## src/hdl/local_bus_map.svh

```systemverilog
// widths, timing counts, reset values and digit counts of the multiplexed local bus controller
`ifndef LOCAL_BUS_MAP_SVH
`define LOCAL_BUS_MAP_SVH

// ----------------------------------------
// widths
// ----------------------------------------
`define DATA_W              8
`define ADDR_W              16
`define DISP_ADDR_W         6
`define TOUT_W              20
`define PH_W                4

// ----------------------------------------
// clock and timing
// ----------------------------------------
`define CLK_MHZ             25
`define CLK_PERIOD_NS       40
`define STROBE_NS           120
`define STROBE_CYC          ((`STROBE_NS + `CLK_PERIOD_NS - 1) / `CLK_PERIOD_NS)
`define SYNC_CYC            3
`define READ_CYC            (`STROBE_CYC + `SYNC_CYC)
`define VERIFY_TIMEOUT_US   10000
`define VERIFY_TIMEOUT_CYC  (`VERIFY_TIMEOUT_US * `CLK_MHZ)

// ----------------------------------------
// reset values and digit counts
// ----------------------------------------
`define BUS_RST_VAL         8'h00
`define DIGITS_3            4'h3
`define DIGITS_5            4'h5
`define DIGITS_8            4'h8

`endif

```

## src/hdl/local_bus_pkg.sv

```systemverilog
// types of the multiplexed local bus controller
package local_bus_pkg;

    typedef enum logic [2:0] {
        OP_MEM_RD  = 3'h0,
        OP_MEM_WR  = 3'h1,
        OP_DISP_RD = 3'h2,
        OP_DISP_WR = 3'h3,
        OP_SW_RD   = 3'h4,
        OP_FETCH   = 3'h5
    } op_t;

    typedef enum logic [1:0] {
        DIG_3 = 2'h0,
        DIG_5 = 2'h1,
        DIG_8 = 2'h2
    } digits_t;

    typedef enum logic [7:0] {
        ST_IDLE    = 8'h01,
        ST_UPPER   = 8'h02,
        ST_SELECT  = 8'h04,
        ST_LOWER   = 8'h08,
        ST_HOLD    = 8'h10,
        ST_WRITE   = 8'h20,
        ST_READ    = 8'h40,
        ST_RELEASE = 8'h80
    } state_t;

endpackage

```

## src/hdl/bus_sample_if.sv

```systemverilog
// carrier between the controller and its data bus input filter
`timescale 1ns/100ps
`default_nettype none
interface bus_sample_if;
    logic [7:0] raw;
    logic [7:0] stable;

    modport filt (
        input  raw,
        output stable
    );
    modport ctrl (
        output raw,
        input  stable
    );
endinterface
`default_nettype wire

```

## src/hdl/bus_input_filter.sv

```systemverilog
// three-stage synchroniser and agreement filter for the shared data bus
`timescale 1ns/100ps
`default_nettype none
`include "local_bus_map.svh"
module bus_input_filter (
    // clock and reset
    input  wire logic     clk_i,
    input  wire logic     rst_b_i,
    // bus samples
    bus_sample_if.filt    sif
);
    logic [`DATA_W-1:0] s1_r;
    logic [`DATA_W-1:0] s2_r;
    logic [`DATA_W-1:0] s3_r;
    logic [`DATA_W-1:0] stable_r;

    // ----------------------------------------
    // synchroniser chain
    // ----------------------------------------
    // s1 feeds only s2, so it may go metastable safely
    always_ff @(posedge clk_i or negedge rst_b_i) begin
        if (!rst_b_i) begin
            s1_r <= `BUS_RST_VAL;
            s2_r <= `BUS_RST_VAL;
            s3_r <= `BUS_RST_VAL;
        end else begin
            s1_r <= sif.raw;
            s2_r <= s1_r;
            s3_r <= s2_r;
        end
    end

    // ----------------------------------------
    // agreement
    // ----------------------------------------
    always_ff @(posedge clk_i or negedge rst_b_i) begin
        if (!rst_b_i) begin
            stable_r <= `BUS_RST_VAL;
        end else if (s2_r == s3_r) begin
            stable_r <= s3_r;
        end
    end

    assign sif.stable = stable_r;
endmodule
`default_nettype wire

```

## src/hdl/local_bus_ctrl.sv

```systemverilog
// controller for the multiplexed address/data local bus
`timescale 1ns/100ps
`default_nettype none
`include "local_bus_map.svh"

module local_bus_ctrl #(
    parameter int unsigned VERIFY_TIMEOUT_CYC = `VERIFY_TIMEOUT_CYC
) (
    // clock and reset
    input  wire logic                   clk_i,
    input  wire logic                   rst_b_i,
    // command port
    input  wire logic                   cmd_valid_i,
    input  wire local_bus_pkg::op_t     cmd_op_i,
    input  wire logic [`ADDR_W-1:0]     cmd_addr_i,
    input  wire logic [`DATA_W-1:0]     cmd_wdata_i,
    input  wire local_bus_pkg::digits_t cmd_digits_i,
    input  wire logic [`DATA_W-1:0]     cmd_stop_code_i,
    output var  logic                   cmd_ready_o,
    output var  logic                   busy_o,
    // answers
    output var  logic                   rsp_valid_o,
    output var  logic [`DATA_W-1:0]     rsp_data_o,
    output var  logic                   done_o,
    output var  logic                   timeout_o,
    // shared user bit
    input  wire logic                   display_enable_i,
    input  wire logic                   user_bit_seven_i,
    output var  logic                   user_bit_seven_o,
    // local bus pins
    input  wire logic [`DATA_W-1:0]     data_bus_i,
    output var  logic [`DATA_W-1:0]     data_bus_o,
    output var  logic                   data_bus_oe_o,
    output var  logic                   ale_o,
    output var  logic                   rd_n_o,
    output var  logic                   wr_n_o,
    output var  logic                   ext_mem_select_n_o,
    output var  logic                   switch_select_n_o
);
    import local_bus_pkg::*;

    // ----------------------------------------
    // declarations
    // ----------------------------------------
    state_t             state_r;
    state_t             state_nxt;
    op_t                op_r;
    op_t                op_nxt;
    logic [`ADDR_W-1:0] addr_r;
    logic [`ADDR_W-1:0] addr_nxt;
    logic [`DATA_W-1:0] wdata_r;
    logic [`DATA_W-1:0] stop_r;
    logic [`DATA_W-1:0] rdata_r;
    logic [3:0]         digits_left_r;
    logic               verify_r;
    logic [`PH_W-1:0]   ph_r;
    logic [`TOUT_W-1:0] tout_cnt_r;
    logic               tout_hit;
    logic               adv;
    logic               is_mem;
    logic               sel_phase;
    logic               to_idle;
    logic               read_end;
    logic [`DATA_W-1:0] low_byte;
    logic               disp_sel_n;

    bus_sample_if sif ();

    bus_input_filter u_filter (
        .clk_i   (clk_i),
        .rst_b_i (rst_b_i),
        .sif     (sif)
    );

    assign sif.raw = data_bus_i;

    // ----------------------------------------
    // sequencing
    // ----------------------------------------
    assign adv      = (ph_r == '0);
    assign tout_hit = (tout_cnt_r >= VERIFY_TIMEOUT_CYC[`TOUT_W-1:0]);
    assign read_end = (state_r == ST_READ) && adv;
    assign to_idle  = (state_r != ST_IDLE) && (state_nxt == ST_IDLE);

    always_comb begin
        state_nxt = state_r;
        case (state_r)
            ST_IDLE: begin
                if (cmd_valid_i) begin
                    if (cmd_op_i == OP_MEM_RD || cmd_op_i == OP_MEM_WR || cmd_op_i == OP_FETCH) begin
                        state_nxt = ST_UPPER;
                    end else begin
                        state_nxt = ST_SELECT;
                    end
                end
            end
            ST_UPPER: begin
                if (adv) begin
                    state_nxt = ST_SELECT;
                end
            end
            ST_SELECT: begin
                if (adv) begin
                    state_nxt = ST_LOWER;
                end
            end
            ST_LOWER: begin
                if (adv) begin
                    state_nxt = ST_HOLD;
                end
            end
            ST_HOLD: begin
                if (adv) begin
                    // switch reads never reach the write phase
                    if ((op_r == OP_MEM_WR && !verify_r) || op_r == OP_DISP_WR) begin
                        state_nxt = ST_WRITE;
                    end else begin
                        state_nxt = ST_READ;
                    end
                end
            end
            ST_WRITE: begin
                if (adv) begin
                    state_nxt = ST_RELEASE;
                end
            end
            ST_READ: begin
                if (adv) begin
                    if (op_r == OP_SW_RD && digits_left_r != 4'h1) begin
                        state_nxt = ST_LOWER;
                    end else begin
                        state_nxt = ST_RELEASE;
                    end
                end
            end
            ST_RELEASE: begin
                if (adv) begin
                    if (op_r == OP_MEM_WR && !verify_r) begin
                        state_nxt = ST_UPPER;
                    end else if (op_r == OP_MEM_WR && rdata_r != wdata_r && !tout_hit) begin
                        state_nxt = ST_UPPER;
                    end else if (op_r == OP_FETCH && rdata_r != stop_r) begin
                        state_nxt = ST_UPPER;
                    end else begin
                        state_nxt = ST_IDLE;
                    end
                end
            end
            default: begin
                state_nxt = ST_IDLE;
            end
        endcase
    end

    always_ff @(posedge clk_i or negedge rst_b_i) begin
        if (!rst_b_i) begin
            state_r <= ST_IDLE;
        end else begin
            state_r <= state_nxt;
        end
    end

    // phase length: read phase waits out the input synchroniser
    always_ff @(posedge clk_i or negedge rst_b_i) begin
        if (!rst_b_i) begin
            ph_r <= '0;
        end else if (state_nxt != state_r) begin
            if (state_nxt == ST_READ) begin
                ph_r <= `PH_W'(`READ_CYC - 1);
            end else begin
                ph_r <= `PH_W'(`STROBE_CYC - 1);
            end
        end else if (ph_r != '0) begin
            ph_r <= ph_r - `PH_W'(1);
        end
    end

    // ----------------------------------------
    // transfer context
    // ----------------------------------------
    always_comb begin
        op_nxt   = op_r;
        addr_nxt = addr_r;
        if (state_r == ST_IDLE && cmd_valid_i) begin
            op_nxt   = cmd_op_i;
            addr_nxt = cmd_addr_i;
        end else if (read_end && op_r == OP_SW_RD) begin
            addr_nxt = {addr_r[`ADDR_W-1:8], addr_r[7:0] + 8'h01};
        end else if (state_r == ST_RELEASE && adv && op_r == OP_FETCH) begin
            addr_nxt = addr_r + `ADDR_W'(1);
        end
    end

    always_ff @(posedge clk_i or negedge rst_b_i) begin
        if (!rst_b_i) begin
            op_r    <= OP_MEM_RD;
            addr_r  <= '0;
            wdata_r <= '0;
            stop_r  <= '0;
        end else begin
            op_r   <= op_nxt;
            addr_r <= addr_nxt;
            if (state_r == ST_IDLE && cmd_valid_i) begin
                wdata_r <= cmd_wdata_i;
                stop_r  <= cmd_stop_code_i;
            end
        end
    end

    always_ff @(posedge clk_i or negedge rst_b_i) begin
        if (!rst_b_i) begin
            digits_left_r <= '0;
        end else if (state_r == ST_IDLE && cmd_valid_i) begin
            case (cmd_digits_i)
                DIG_3:   digits_left_r <= `DIGITS_3;
                DIG_5:   digits_left_r <= `DIGITS_5;
                DIG_8:   digits_left_r <= `DIGITS_8;
                default: digits_left_r <= `DIGITS_8;
            endcase
        end else if (read_end && op_r == OP_SW_RD) begin
            digits_left_r <= digits_left_r - 4'h1;
        end
    end

    // ----------------------------------------
    // write verify
    // ----------------------------------------
    always_ff @(posedge clk_i or negedge rst_b_i) begin
        if (!rst_b_i) begin
            verify_r <= 1'b0;
        end else if (state_r == ST_IDLE) begin
            verify_r <= 1'b0;
        end else if (state_r == ST_RELEASE && adv && op_r == OP_MEM_WR) begin
            verify_r <= 1'b1;
        end
    end

    // saturating, so a slow part cannot wrap it back into range
    always_ff @(posedge clk_i or negedge rst_b_i) begin
        if (!rst_b_i) begin
            tout_cnt_r <= '0;
        end else if (state_r == ST_IDLE) begin
            tout_cnt_r <= '0;
        end else if (op_r == OP_MEM_WR && !tout_hit) begin
            tout_cnt_r <= tout_cnt_r + `TOUT_W'(1);
        end
    end

    always_ff @(posedge clk_i or negedge rst_b_i) begin
        if (!rst_b_i) begin
            rdata_r <= '0;
        end else if (read_end) begin
            rdata_r <= sif.stable;
        end
    end

    // ----------------------------------------
    // answers
    // ----------------------------------------
    always_ff @(posedge clk_i or negedge rst_b_i) begin
        if (!rst_b_i) begin
            rsp_valid_o <= 1'b0;
            rsp_data_o  <= '0;
        end else begin
            rsp_valid_o <= read_end && !(op_r == OP_MEM_WR);
            if (read_end) begin
                rsp_data_o <= sif.stable;
            end
        end
    end

    always_ff @(posedge clk_i or negedge rst_b_i) begin
        if (!rst_b_i) begin
            done_o    <= 1'b0;
            timeout_o <= 1'b0;
        end else begin
            done_o <= to_idle;
            if (to_idle) begin
                timeout_o <= (op_r == OP_MEM_WR) && (rdata_r != wdata_r);
            end
        end
    end

    // busy covers fetch too, keeping the command source off the bus
    always_ff @(posedge clk_i or negedge rst_b_i) begin
        if (!rst_b_i) begin
            busy_o      <= 1'b0;
            cmd_ready_o <= 1'b0;
        end else begin
            busy_o      <= (state_nxt != ST_IDLE);
            cmd_ready_o <= (state_nxt == ST_IDLE);
        end
    end

    // ----------------------------------------
    // pin drive
    // ----------------------------------------
    assign is_mem    = (op_nxt == OP_MEM_RD) || (op_nxt == OP_MEM_WR) || (op_nxt == OP_FETCH);
    assign sel_phase = (state_nxt == ST_SELECT) || (state_nxt == ST_LOWER) || (state_nxt == ST_HOLD)
                    || (state_nxt == ST_WRITE) || (state_nxt == ST_READ);
    assign disp_sel_n = !(sel_phase && (op_nxt == OP_DISP_RD || op_nxt == OP_DISP_WR));

    always_comb begin
        if (op_nxt == OP_DISP_RD || op_nxt == OP_DISP_WR) begin
            low_byte = {2'b00, addr_nxt[`DISP_ADDR_W-1:0]};
        end else begin
            low_byte = addr_nxt[7:0];
        end
    end

    always_ff @(posedge clk_i or negedge rst_b_i) begin
        if (!rst_b_i) begin
            data_bus_o    <= '0;
            data_bus_oe_o <= 1'b0;
        end else begin
            case (state_nxt)
                ST_UPPER: begin
                    data_bus_o    <= addr_nxt[15:8];
                    data_bus_oe_o <= 1'b1;
                end
                ST_SELECT: begin
                    data_bus_o    <= addr_nxt[15:8];
                    data_bus_oe_o <= is_mem;
                end
                ST_LOWER, ST_HOLD: begin
                    data_bus_o    <= low_byte;
                    data_bus_oe_o <= 1'b1;
                end
                ST_WRITE: begin
                    data_bus_o    <= wdata_r;
                    data_bus_oe_o <= 1'b1;
                end
                default: begin
                    data_bus_o    <= '0;
                    data_bus_oe_o <= 1'b0;
                end
            endcase
        end
    end

    always_ff @(posedge clk_i or negedge rst_b_i) begin
        if (!rst_b_i) begin
            ale_o  <= 1'b0;
            rd_n_o <= 1'b1;
            wr_n_o <= 1'b1;
        end else begin
            ale_o  <= (state_nxt == ST_LOWER);
            rd_n_o <= !(state_nxt == ST_READ);
            wr_n_o <= !(state_nxt == ST_WRITE) || (op_nxt == OP_SW_RD);
        end
    end

    always_ff @(posedge clk_i or negedge rst_b_i) begin
        if (!rst_b_i) begin
            ext_mem_select_n_o <= 1'b1;
            switch_select_n_o  <= 1'b1;
        end else begin
            ext_mem_select_n_o <= !(sel_phase && is_mem);
            switch_select_n_o  <= !(sel_phase && op_nxt == OP_SW_RD);
        end
    end

    // pin is plain user output unless the display is in use
    always_ff @(posedge clk_i or negedge rst_b_i) begin
        if (!rst_b_i) begin
            user_bit_seven_o <= 1'b1;
        end else if (display_enable_i) begin
            user_bit_seven_o <= disp_sel_n;
        end else begin
            user_bit_seven_o <= user_bit_seven_i;
        end
    end

endmodule
`default_nettype wire

```

## config.mk

```make
export PLATFORM = sky130hd
export DESIGN_NAME = local_bus_ctrl
export DESIGN_NICKNAME = d
export VERILOG_FILES = /design/src/hdl/local_bus_pkg.sv /design/src/hdl/bus_sample_if.sv /design/src/hdl/bus_input_filter.sv /design/src/hdl/local_bus_ctrl.sv
export VERILOG_INCLUDE_DIRS = /design/src /design/src/hdl
export SDC_FILE = /design/constraint.sdc
export NUM_CORES = 1
export LEC_CHECK = 0
export BUFFER_PORTS_ARGS = -buffer_cell sky130_fd_sc_hd__buf_2
export CORE_ASPECT_RATIO = 0.75
export CORE_UTILIZATION = 29
export DETAILED_ROUTE_END_ITERATION = 12
export GPL_TIMING_DRIVEN = 0
export PLACE_DENSITY = 0.54
export SLEW_MARGIN = 20
export SYNTH_ARGS = -nofsm -noshare
export SYNTH_HDL_FRONTEND = slang
export SYNTH_SLANG_ARGS = --single-unit
```

## constraint.sdc

```tcl
create_clock -name clk_i -period 6.2 [get_ports clk_i]
set_clock_uncertainty 0.15 [all_clocks]
set_input_delay 0.62 -clock clk_i [delete_from_list [all_inputs] [get_ports clk_i]]
set_output_delay 0.62 -clock clk_i [all_outputs]
set_load 0.05 [all_outputs]
```

==> results of run 1 <==
[sequential cells by signal, summed over array words and instances (netlist names), 3 cells and up]
register             count
tout_cnt_r              20
u_filter.s2_r            8
state_r                  8
digits_left_r            4
op_r                     3
ph_r                     4
data_bus_o               8
wdata_r                  8
rsp_data_o               8
u_filter.sif.stable      8
stop_r                   8
u_filter.s1_r            8
u_filter.s3_r            8
addr_r                  16
[cells in the mapped netlist (6+ instances only)]
| master | n | share of area |
|---|---|---|
| a21oi_1 | 17 | 0.014 |
| a221o_1 | 7 | 0.011 |
| and2_1 | 7 | 0.0070 |
| and3_1 | 6 | 0.0060 |
| buf_2 | 9 | 0.0072 |
| clkbuf_1 | 10 | 0.0060 |
| dfrtp_1 | 126 | 0.50 |
| dfstp_2 | 6 | 0.025 |
| ha_1 | 6 | 0.012 |
| inv_1 | 24 | 0.014 |
| mux2_2 | 17 | 0.030 |
| nand2_1 | 94 | 0.056 |
| nand2b_1 | 6 | 0.0060 |
| nand3_1 | 18 | 0.014 |
| nand4_1 | 6 | 0.0060 |
| nor2_1 | 32 | 0.019 |
| nor2b_1 | 8 | 0.0080 |
| nor3_1 | 21 | 0.017 |
| nor4_1 | 17 | 0.017 |
| o21ai_0 | 21 | 0.017 |
| o21ai_1 | 8 | 0.0064 |
| or3_1 | 6 | 0.0060 |
| xnor2_1 | 22 | 0.031 |
| xor2_1 | 35 | 0.049 |
[power by group]
part / internal, mW / leakage [nW] / switching [mW]
Sequential: 1.06 / 1.68 / 0.160
Combinational: 0.363 / 1.59 / 0.686
Clock: 0.626 / 0.308 / 0.442
Total: 2.05 / 3.57 / 1.29
[layout make-up]
type | instances | area share
timing repair buffer | 79 | 0.0563
clock buffer | 18 | 0.0571
multi-input combinational | 429 | 0.359
tap | 288 | 0.0469
buffer | 24 | 0.0151
clock inverter | 14 | 0.0234
inverter | 24 | 0.0117
sequential | 132 | 0.431
[worst max path at each step]
| stage | end | slack, ns |
|---|---|---|
| after floorplan | data_bus_o[4] | 3.70 |
| after global placement | u_filter.s1_r[1] | 2.46 |
| after detailed placement | data_bus_o[2] | 3.22 |
| after CTS | data_bus_o[2] | 3.19 |
| after global routing | data_bus_o[2] | 3.00 |
| final | data_bus_o[2] | 3.18 |
[cell families after synthesis]
kind of cell | after synthesis
fa+ha+maj | 6
mux | 21
xor+xnor | 57
buf+inv | 48
simple gates | 253
flops | 132
compound gates | 92
[routing by layer]
layer / share of wire / up-vias
li1: - / 2341
met1: 0.52 / 2308
met2: 0.42 / 118
met3: 0.055 / 4
met4: 0.0035 / 0
met5: 0 / -
[worst reg2reg max path, delay by kind of cell (launching register included)]
family             cells  cell delay [ns]
and+or+nand+nor        2             1.26
AOI/OAI and AO/OA      3             1.10
DFF                    1             0.39
[stage by stage]
step / utilization / hold slack [ns] / total power, mW / instances / cell area, um^2
after floorplan: - / 0.174 / 1.97 / 609 / 6280
after global placement: 0.332 / 0.181 / 2.28 / 974 / 7020
after detailed placement: 0.333 / 0.185 / 2.29 / 975 / 7060
after CTS: 0.363 / 0.129 / 3.37 / 1008 / 7690
after global routing: 0.363 / 0.130 / 3.54 / 1008 / 7690
final: 0.363 / 0.146 / 3.34 / 1008 / 7690
==> flow_summary.yaml, run 1 <==
logic_synthesis:
  synth-seq-area-share: 0.527
  syn_area_um2: 6280
  synth_top_family_by_area: "simple AND/OR/NAND/NOR gates"
  yosysUniqueCellTypes: 68
  synth.area.mux_share: 0.0369
  synth-compound-area-share: 0.0997
  synthAdderAreaFrac: 0.0120
  async_flop_share: 1.00
  ys_warn_count: 0
  synth_cells: 609
  synth_edf_count: 0
  synth_nets: 665
  ys.flop_type: "dfrtp_1"
  yosys.area_share.simple: 0.212
  avgSynthCellArea_um2: 10.3
  synth_xor_area_frac: 0.0795
  synth-seq-cells: 132
setup_path:
  crit_type: "reg2reg"
  end_kind: "register"
  critPathLaunch: "state_r[6]"
  ff2ff_path_depth: 5
  rrSetupSlack_ns: 3.18
  crit_cells: 5
  cp.arrival_ns: 3.16
  crit_path_max_incr_delay_ns: 0.73
  reg2reg_from: "state_r[6]"
  critPathMaxFanout: 9
  start_kind: "register"
  slowest_stage: "nor3_1"
  crit_family: "simple AND/OR/NAND/NOR gates"
  crit_required_ns: 6.34
  worstReg2RegEnd: "data_bus_o[2]"
  path_buf_inv: 0
  crit_chain: "nor3_1 -> nand4_1 -> o22ai_1 -> a211oi_1 -> o221ai_1"
timing:
  worst_slack_ns: 3.18
  maxSlewViolCount: 0
  rsz0062_at_grt: "false"
  finalSetupViolations: 0
  hold_viol_final: 0
  worst_slew_pin_slew_ns: 0.981
  tns_ns: 0
  period_needed_ns: 3.02
  relSlewSlack: 0.345
  fin_crit_sh: 0.487
  fmax_mhz: 331
grt:
  grt-ovfl-total: 0
  grtUsageMet3: 0.0363
  grt_pass1_wl_um: 25600
  grt_most_used_layer: "met1"
  grt_pass1_vias: 4695
  antenna_found_initial: 0
  grt_max_degree: 95
  grt_use_total: 0.152
  grt.met1_usage: 0.225
  globalRouteMet2Util: 0.218
min_path:
  hold_depth: 1
  holdPathEnd: "u_filter.s1_r[2]"
  worstHoldStart: "data_bus_i[2]"
  min_path_type: "in2reg"
detailed_routing:
  post-route-drc-count: 0
  wl_per_cell_um: 15.7
  first_pass_iters: 4
  drtAntennaViolNets: 0
  via_count: 4771
  drt_iter0_drc: 285
  drt-total-wl_um: 15800
  avgViaCountPerCell: 4.73
clock_network:
  postCtsSetupBuffers: 0
  cts_tree: "done"
  cts_buffers: 17
  clockBufferDepth: 2
  ctsHoldBuffers: 1
  cts.htree.levels: 4
  cts.sinks: 132
  ctsResizeCount: 0
  root_buffer: "clkbuf_16"
  insertion_delay_ns: 0.42
  cts.clk_slew.worst_paths_ns: 0.07
die:
  ios: 78
  dieArea_um2: 22200
  std_cell_rows: 46
  die_h_um: 129
  core-area_um2: 21200
  die_x_um: 172
  start_util: 0.296
placement:
  place.gp.congestion: 0.835
  port_buffers: 77
  place_ws_ns: 3.22
  hpwl_um: 11500
job:
  cap_violations: 0
cells_and_area:
  area_growth_pct: 22.5
  fillers: 2209
  seq_area_um2: 3310
  multi_input_area_um2: 2760
  final_cell_mix: "dfrtp_1 (126), nand2_1 (94), buf_2 (85)"
  diodes: 0
  layout_commonest_cell: "dfrtp_1"
  drive_above_1_share: 0.221
  nets: 763
pwr:
  ir_drop_uv: 201
  p_leak_nw: 3.57
  power-per-cell-area_nw_per_um2: 434
status:
  status: "finished clean"
Note: power is estimated with default switching activity, not from simulation.
==> run 2: changes to the inputs <==
- clock period: 6.2 -> 3.1 ns (I/O delays scaled with it)
==> flow_summary.yaml, run 2 (synthesized netlist as in run 1, its figures left out) <==
clock_network:
  insertion_delay_ns: 0.42
  cts_tree: "done"
  cts.htree.levels: 4
  root_buffer: "clkbuf_16"
  cts.clk_slew.worst_paths_ns: 0.07
  cts.sinks: 132
  cts_buffers: 17
  clockBufferDepth: 2
grt:
  grt_pass1_vias: 4863
  grt-ovfl-total: 0
  antenna_found_initial: 0
  grt_pass1_wl_um: 26100
  grt_max_degree: 95
  grt_use_total: 0.154
cells_and_area:
  drive_above_1_share: 0.215
  layout_commonest_cell: "dfrtp_1"
  seq_area_um2: 3310
  reg.largest.list: "tout_cnt_r x20, addr_r x16"
  diodes: 0
  multi_input_area_um2: 2770
  fillers: 2178
  nets: 800
  area_growth_pct: 28.7
  top_register: "tout_cnt_r"
  largest_register_ffs: 20
  stdcell_count: 1045
  final_cell_mix: "dfrtp_1 (126), nand2_1 (94), buf_2 (85)"
pwr:
  pwr-share-seq: 0.361
  p_leak_nw: 3.73
  ir_drop_uv: 401
  p_total_mw: 6.78
  comb_power_share: 0.323
  p_clk_frac: 0.315
  p_switching_mw: 2.60
  switching_share: 0.384
  internal-power_mw: 4.17
  power-per-cell-area_nw_per_um2: 839
detailed_routing:
  first_pass_iters: 5
  drt-total-wl_um: 16100
  avgViaCountPerCell: 4.73
  post-route-drc-count: 0
  drt_iter0_drc: 292
  wl_per_cell_um: 15.4
  drtAntennaViolNets: 0
  via_count: 4938
setup_path:
  path_buf_inv: 2
  cp.arrival_ns: 3.10
  crit_required_ns: 3.31
  crit_path_max_incr_delay_ns: 0.59
  crit_family: "simple AND/OR/NAND/NOR gates"
  end_kind: "register"
  start_kind: "register"
  crit_chain: "buf_2 -> or4_1 -> nor4_1 -> nor2b_1 -> o21ai_1 -> buf_2 -> and2_1 -> a221o_1"
  path_common_cell: "buf_2"
  slowest_stage: "or4_1"
  crit_type: "reg2reg"
  critPathMaxFanout: 10
  rrSetupSlack_ns: 0.21
placement:
  place.gp.congestion: 0.835
  dp.cells: 975
  hpwl_um: 11500
  port_buffers: 77
timing:
  rsz0062_at_grt: "false"
  period_needed_ns: 2.89
  finalSetupViolations: 0
  relSlewSlack: 0.400
  hold_viol_final: 0
  worst_slew_pin_slew_ns: 0.894
  fin_hold_ws_ns: 0.00429
  fmax_mhz: 346
  maxSlewViolCount: 0
  fin_crit_sh: 0.932
die:
  std_cell_rows: 46
  ios: 78
  die_x_um: 172
  start_util: 0.296
  die_h_um: 129
  core-area_um2: 21200
  dieArea_um2: 22200
job:
  cap_violations: 0
status:
  status: "finished clean"
min_path:
  min_path_type: "in2reg"
[run 2: worst paths after layout]
kind	cells after the start	start	endpoint
worst max-delay path	8	state_r[1]	data_bus_o[0]
worst min-delay path	3	cmd_addr_i[9]	addr_r[9]
worst max register to register	8	state_r[1]	data_bus_o[0]
worst min register to register	0	u_filter.s1_r[5]	u_filter.s2_r[5]
max in group asynchronous	3	rst_b_i	tout_cnt_r[7]
min in group asynchronous	2	rst_b_i	data_bus_o[3]
[run 2: worst register-to-register path: cells and delay by family (launching register included)]
kind / cells / cell delay (ns)
AO/OA/AOI/OAI: 2 / 0.46
buffers and inverters: 2 / 0.50
AND/OR/NAND/NOR: 4 / 1.32
flip-flops: 1 / 0.41
[run 2: power by group through the flow]
stage               logic (mW)  registers, mW  clock network, mW
detailed placement        2.10           2.47                  0
global route              2.43           2.51               2.24
finish                    2.19           2.45               2.14
CTS                       2.15           2.45               2.17
floorplan                 1.29           2.65                  0
global placement          2.09           2.47                  0
[run 2: final cells by class]
class | count | share of cell area
Buffer | 24 | 0.0144
Clock buffer | 18 | 0.0544
Clock inverter | 14 | 0.0223
Inverter | 24 | 0.0112
Multi-Input combinational cell | 429 | 0.343
Sequential cell | 132 | 0.410
Tap cell | 288 | 0.0446
Timing Repair Buffer | 116 | 0.100
[run 2: per-layer routing]
| metal | part of all wire | global-route usage |
|---|---|---|
| met3 | 0.051 | 0.0370 |
| met2 | 0.42 | 0.225 |
| met1 | 0.52 | 0.226 |
| met5 | 0 | 0 |
| met4 | 0.0087 | 0.0442 |
[run 2: stage by stage]
| step | TNS (ns) | setup slack [ns] | cell area [um^2] | utilization |
|---|---|---|---|---|
| 3_5_place_dp | 0 | 0.117 | 7060 | 0.333 |
| 6_report | 0 | 0.212 | 8080 | 0.381 |
| 5_1_grt | 0 | 0.00295 | 8080 | 0.381 |
| 2_1_floorplan | 0 | 0.596 | 6280 | - |
| 4_1_cts | 0 | 0.0885 | 8040 | 0.380 |
| 3_3_place_gp | -38.76 | -0.326 | 7020 | 0.332 |
[run 2: timing repair]
action / CTS / global route
hold buffers: 36 / 0
setup endpoints to repair: 0 / 5
gates resized for setup: 0 / 2
setup buffers: 0 / 2
endpoints found under the hold margin: 72 / 0
==> run 3: changes to the inputs <==
- CORE_MARGIN: unset -> 4
- SYNTH_HIERARCHICAL: unset -> 1
==> flow_summary.yaml, run 3 <==
die:
  die_x_um: 178
  die_h_um: 135
  ios: 78
  dieArea_um2: 24100
  core-area_um2: 21200
  std_cell_rows: 46
  start_util: 0.296
cells_and_area:
  drive_above_1_share: 0.218
  final_area_um2: 8050
  top_register: "tout_cnt_r"
  final_cell_mix: "dfrtp_1 (126), nand2_1 (89), buf_2 (81)"
  diodes: 0
  area_growth_pct: 28.4
  nets: 801
  layout_commonest_cell: "dfrtp_1"
  largest_register_ffs: 20
  reg.largest.list: "tout_cnt_r x20, addr_r x16"
placement:
  hpwl_um: 12100
  placed_cell_area_um2: 7050
  port_buffers: 76
  place_ws_ns: -0.244
  place.gp.congestion: 0.868
logic_synthesis:
  synthTopCellsByArea: "dfrtp_1 (50%), xor2_1 (5.7%), nand2_1 (5.3%), nor2_1 (3.5%), mux2_2 (2.9%)"
  yosysMostFrequentCell: "dfrtp_1"
  avgSynthCellArea_um2: 10.2
  ys_warn_count: 6
  yosysUniqueCellTypes: 65
  synth_top_area_share: 0.503
  ys.flop_type: "dfrtp_1"
  async_flop_share: 1.00
  synthTopCellsByCount: "dfrtp_1 (126), nand2_1 (89), nor2_1 (59)"
  synth-seq-area-share: 0.528
  syn_area_um2: 6270
  synth_edf_count: 0
  yosysTopAreaCell: "dfrtp_1"
  synth-seq-cells: 132
  synth_cells: 614
  synth_nets: 670
grt:
  antenna_found_initial: 0
  grt_pass1_wl_um: 27300
  grt_use_total: 0.146
  grt_max_degree: 76
  grt_pass1_vias: 5028
  grt-ovfl-total: 0
timing:
  maxSlewViolCount: 0
  worst_slew_pin_slew_ns: 0.834
  fin_hold_ws_ns: 0.0161
  tns_ns: 0
  relSlewSlack: 0.443
  worst_slack_ns: 0.191
  period_needed_ns: 2.91
  finalSetupViolations: 0
  fin_crit_sh: 0.938
  fmax_mhz: 344
  hold_viol_final: 0
setup_path:
  end_kind: "register"
  critPathMaxFanout: 10
  crit_required_ns: 3.24
  cp.arrival_ns: 3.05
  crit_type: "reg2reg"
  start_kind: "register"
clock_network:
  root_buffer: "clkbuf_16"
  cts_tree: "done"
  cts_buffers: 17
  cts.htree.levels: 4
  cts.sinks: 132
  cts.clk_slew.worst_paths_ns: 0.06
  insertion_delay_ns: 0.43
  clockBufferDepth: 2
pwr:
  internal-power_mw: 4.03
  p_leak_nw: 3.69
  switching_share: 0.400
  p_switching_mw: 2.69
  pwr-share-seq: 0.365
  comb_power_share: 0.343
  power-per-cell-area_nw_per_um2: 835
  ir_drop_uv: 344
  p_clk_frac: 0.292
detailed_routing:
  first_pass_iters: 5
  post-route-drc-count: 0
  drtAntennaViolNets: 0
  via_count: 5028
  wl_per_cell_um: 16.0
  drt-total-wl_um: 16700
  avgViaCountPerCell: 4.81
  drt_iter0_drc: 357
job:
  cap_violations: 0
min_path:
  min_path_type: "in2reg"
status:
  status: "finished clean"
run 3: cell types whose count changed in the layout (fill, tap and decap cells not counted), sizes merged, moves of 8 or more:
cell | before | now
o21ai | 29 | 12
nor3 | 22 | 9
o311ai | 0 | 8
buf | 94 | 85
nor2 | 32 | 59
run 3: power by group through the flow:
| stage | Clock, mW | Combinational [mW] | Sequential [mW] |
|---|---|---|---|
| after floorplan | 0 | 1.34 | 2.65 |
| after global placement | 0 | 2.17 | 2.48 |
| after detailed placement | 0 | 2.19 | 2.48 |
| after CTS | 2.00 | 2.27 | 2.45 |
| after global routing | 2.09 | 2.57 | 2.51 |
| final | 1.96 | 2.31 | 2.45 |
run 3: path summary, 6_finish.rpt:
check                           slack (ns)              from               end  depth (start not counted)
worst max-delay path                  0.19           ph_r[0]     data_bus_o[5]                          9
worst min-delay path                  0.02    cmd_addr_i[10]        addr_r[10]                          3
worst max register to register        0.19           ph_r[0]     data_bus_o[5]                          9
worst min register to register        0.20  u_filter/s1_r[3]  u_filter/s2_r[3]                          0
max in group asynchronous             1.79           rst_b_i            wr_n_o                          3
min in group asynchronous             0.29           rst_b_i            busy_o                          2
run 3: through the flow:
stage,util,total power [mW],cells
2_1_floorplan,-,4.00,614
3_3_place_gp,0.331,4.64,978
3_5_place_dp,0.333,4.67,979
4_1_cts,0.377,6.72,1045
5_1_grt,0.380,7.18,1046
6_report,0.380,6.72,1046
run 3: kinds of logic after synthesis:
group / synth area share
adder cells (fa/ha/maj): 0.0120
AND/OR/NAND/NOR: 0.224
XOR/XNOR: 0.0782
multiplexers: 0.0353
buffers and inverters: 0.0257
flip-flops: 0.528
AO/OA/AOI/OAI: 0.0968
run 3: critical path: stages (launching register included):
cell,delay [ns]
dfrtp_1,0.37
inv_1,0.09
ha_1,0.24
nor3b_4,0.33
buf_2,0.29
nand4_1,0.33
nor4_2,0.38
xor2_1,0.18
nor2_1,0.08
o31ai_2,0.34
run 3: layer usage:
metal  GRT usage  vias to the layer above  wire (um)
li1            -                     2427          -
met1       0.211                     2468       8180
met2       0.225                      127       7620
met3      0.0313                        6        859
met4      0.0361                        0         81
met5           0                        -          0
run 3: layout make-up:
class / instances / area (um^2)
tap: 288 / 360
clock buffer: 18 / 439
clock inverter: 14 / 131
buffer: 24 / 101
timing repair buffer: 112 / 766
inverter: 17 / 63.8
fill: 2186 / 13100
multi-input combinational: 441 / 2880
sequential: 132 / 3310
run 3: timing repair:
item / in CTS / in global routing
setup endpoints to repair: 13 / 8
endpoints found under the hold margin: 104 / 0
gates resized for setup: 4 / 14
pin swaps: 0 / 1
buffers inserted: 0 / 1
hold buffers: 34 / 0
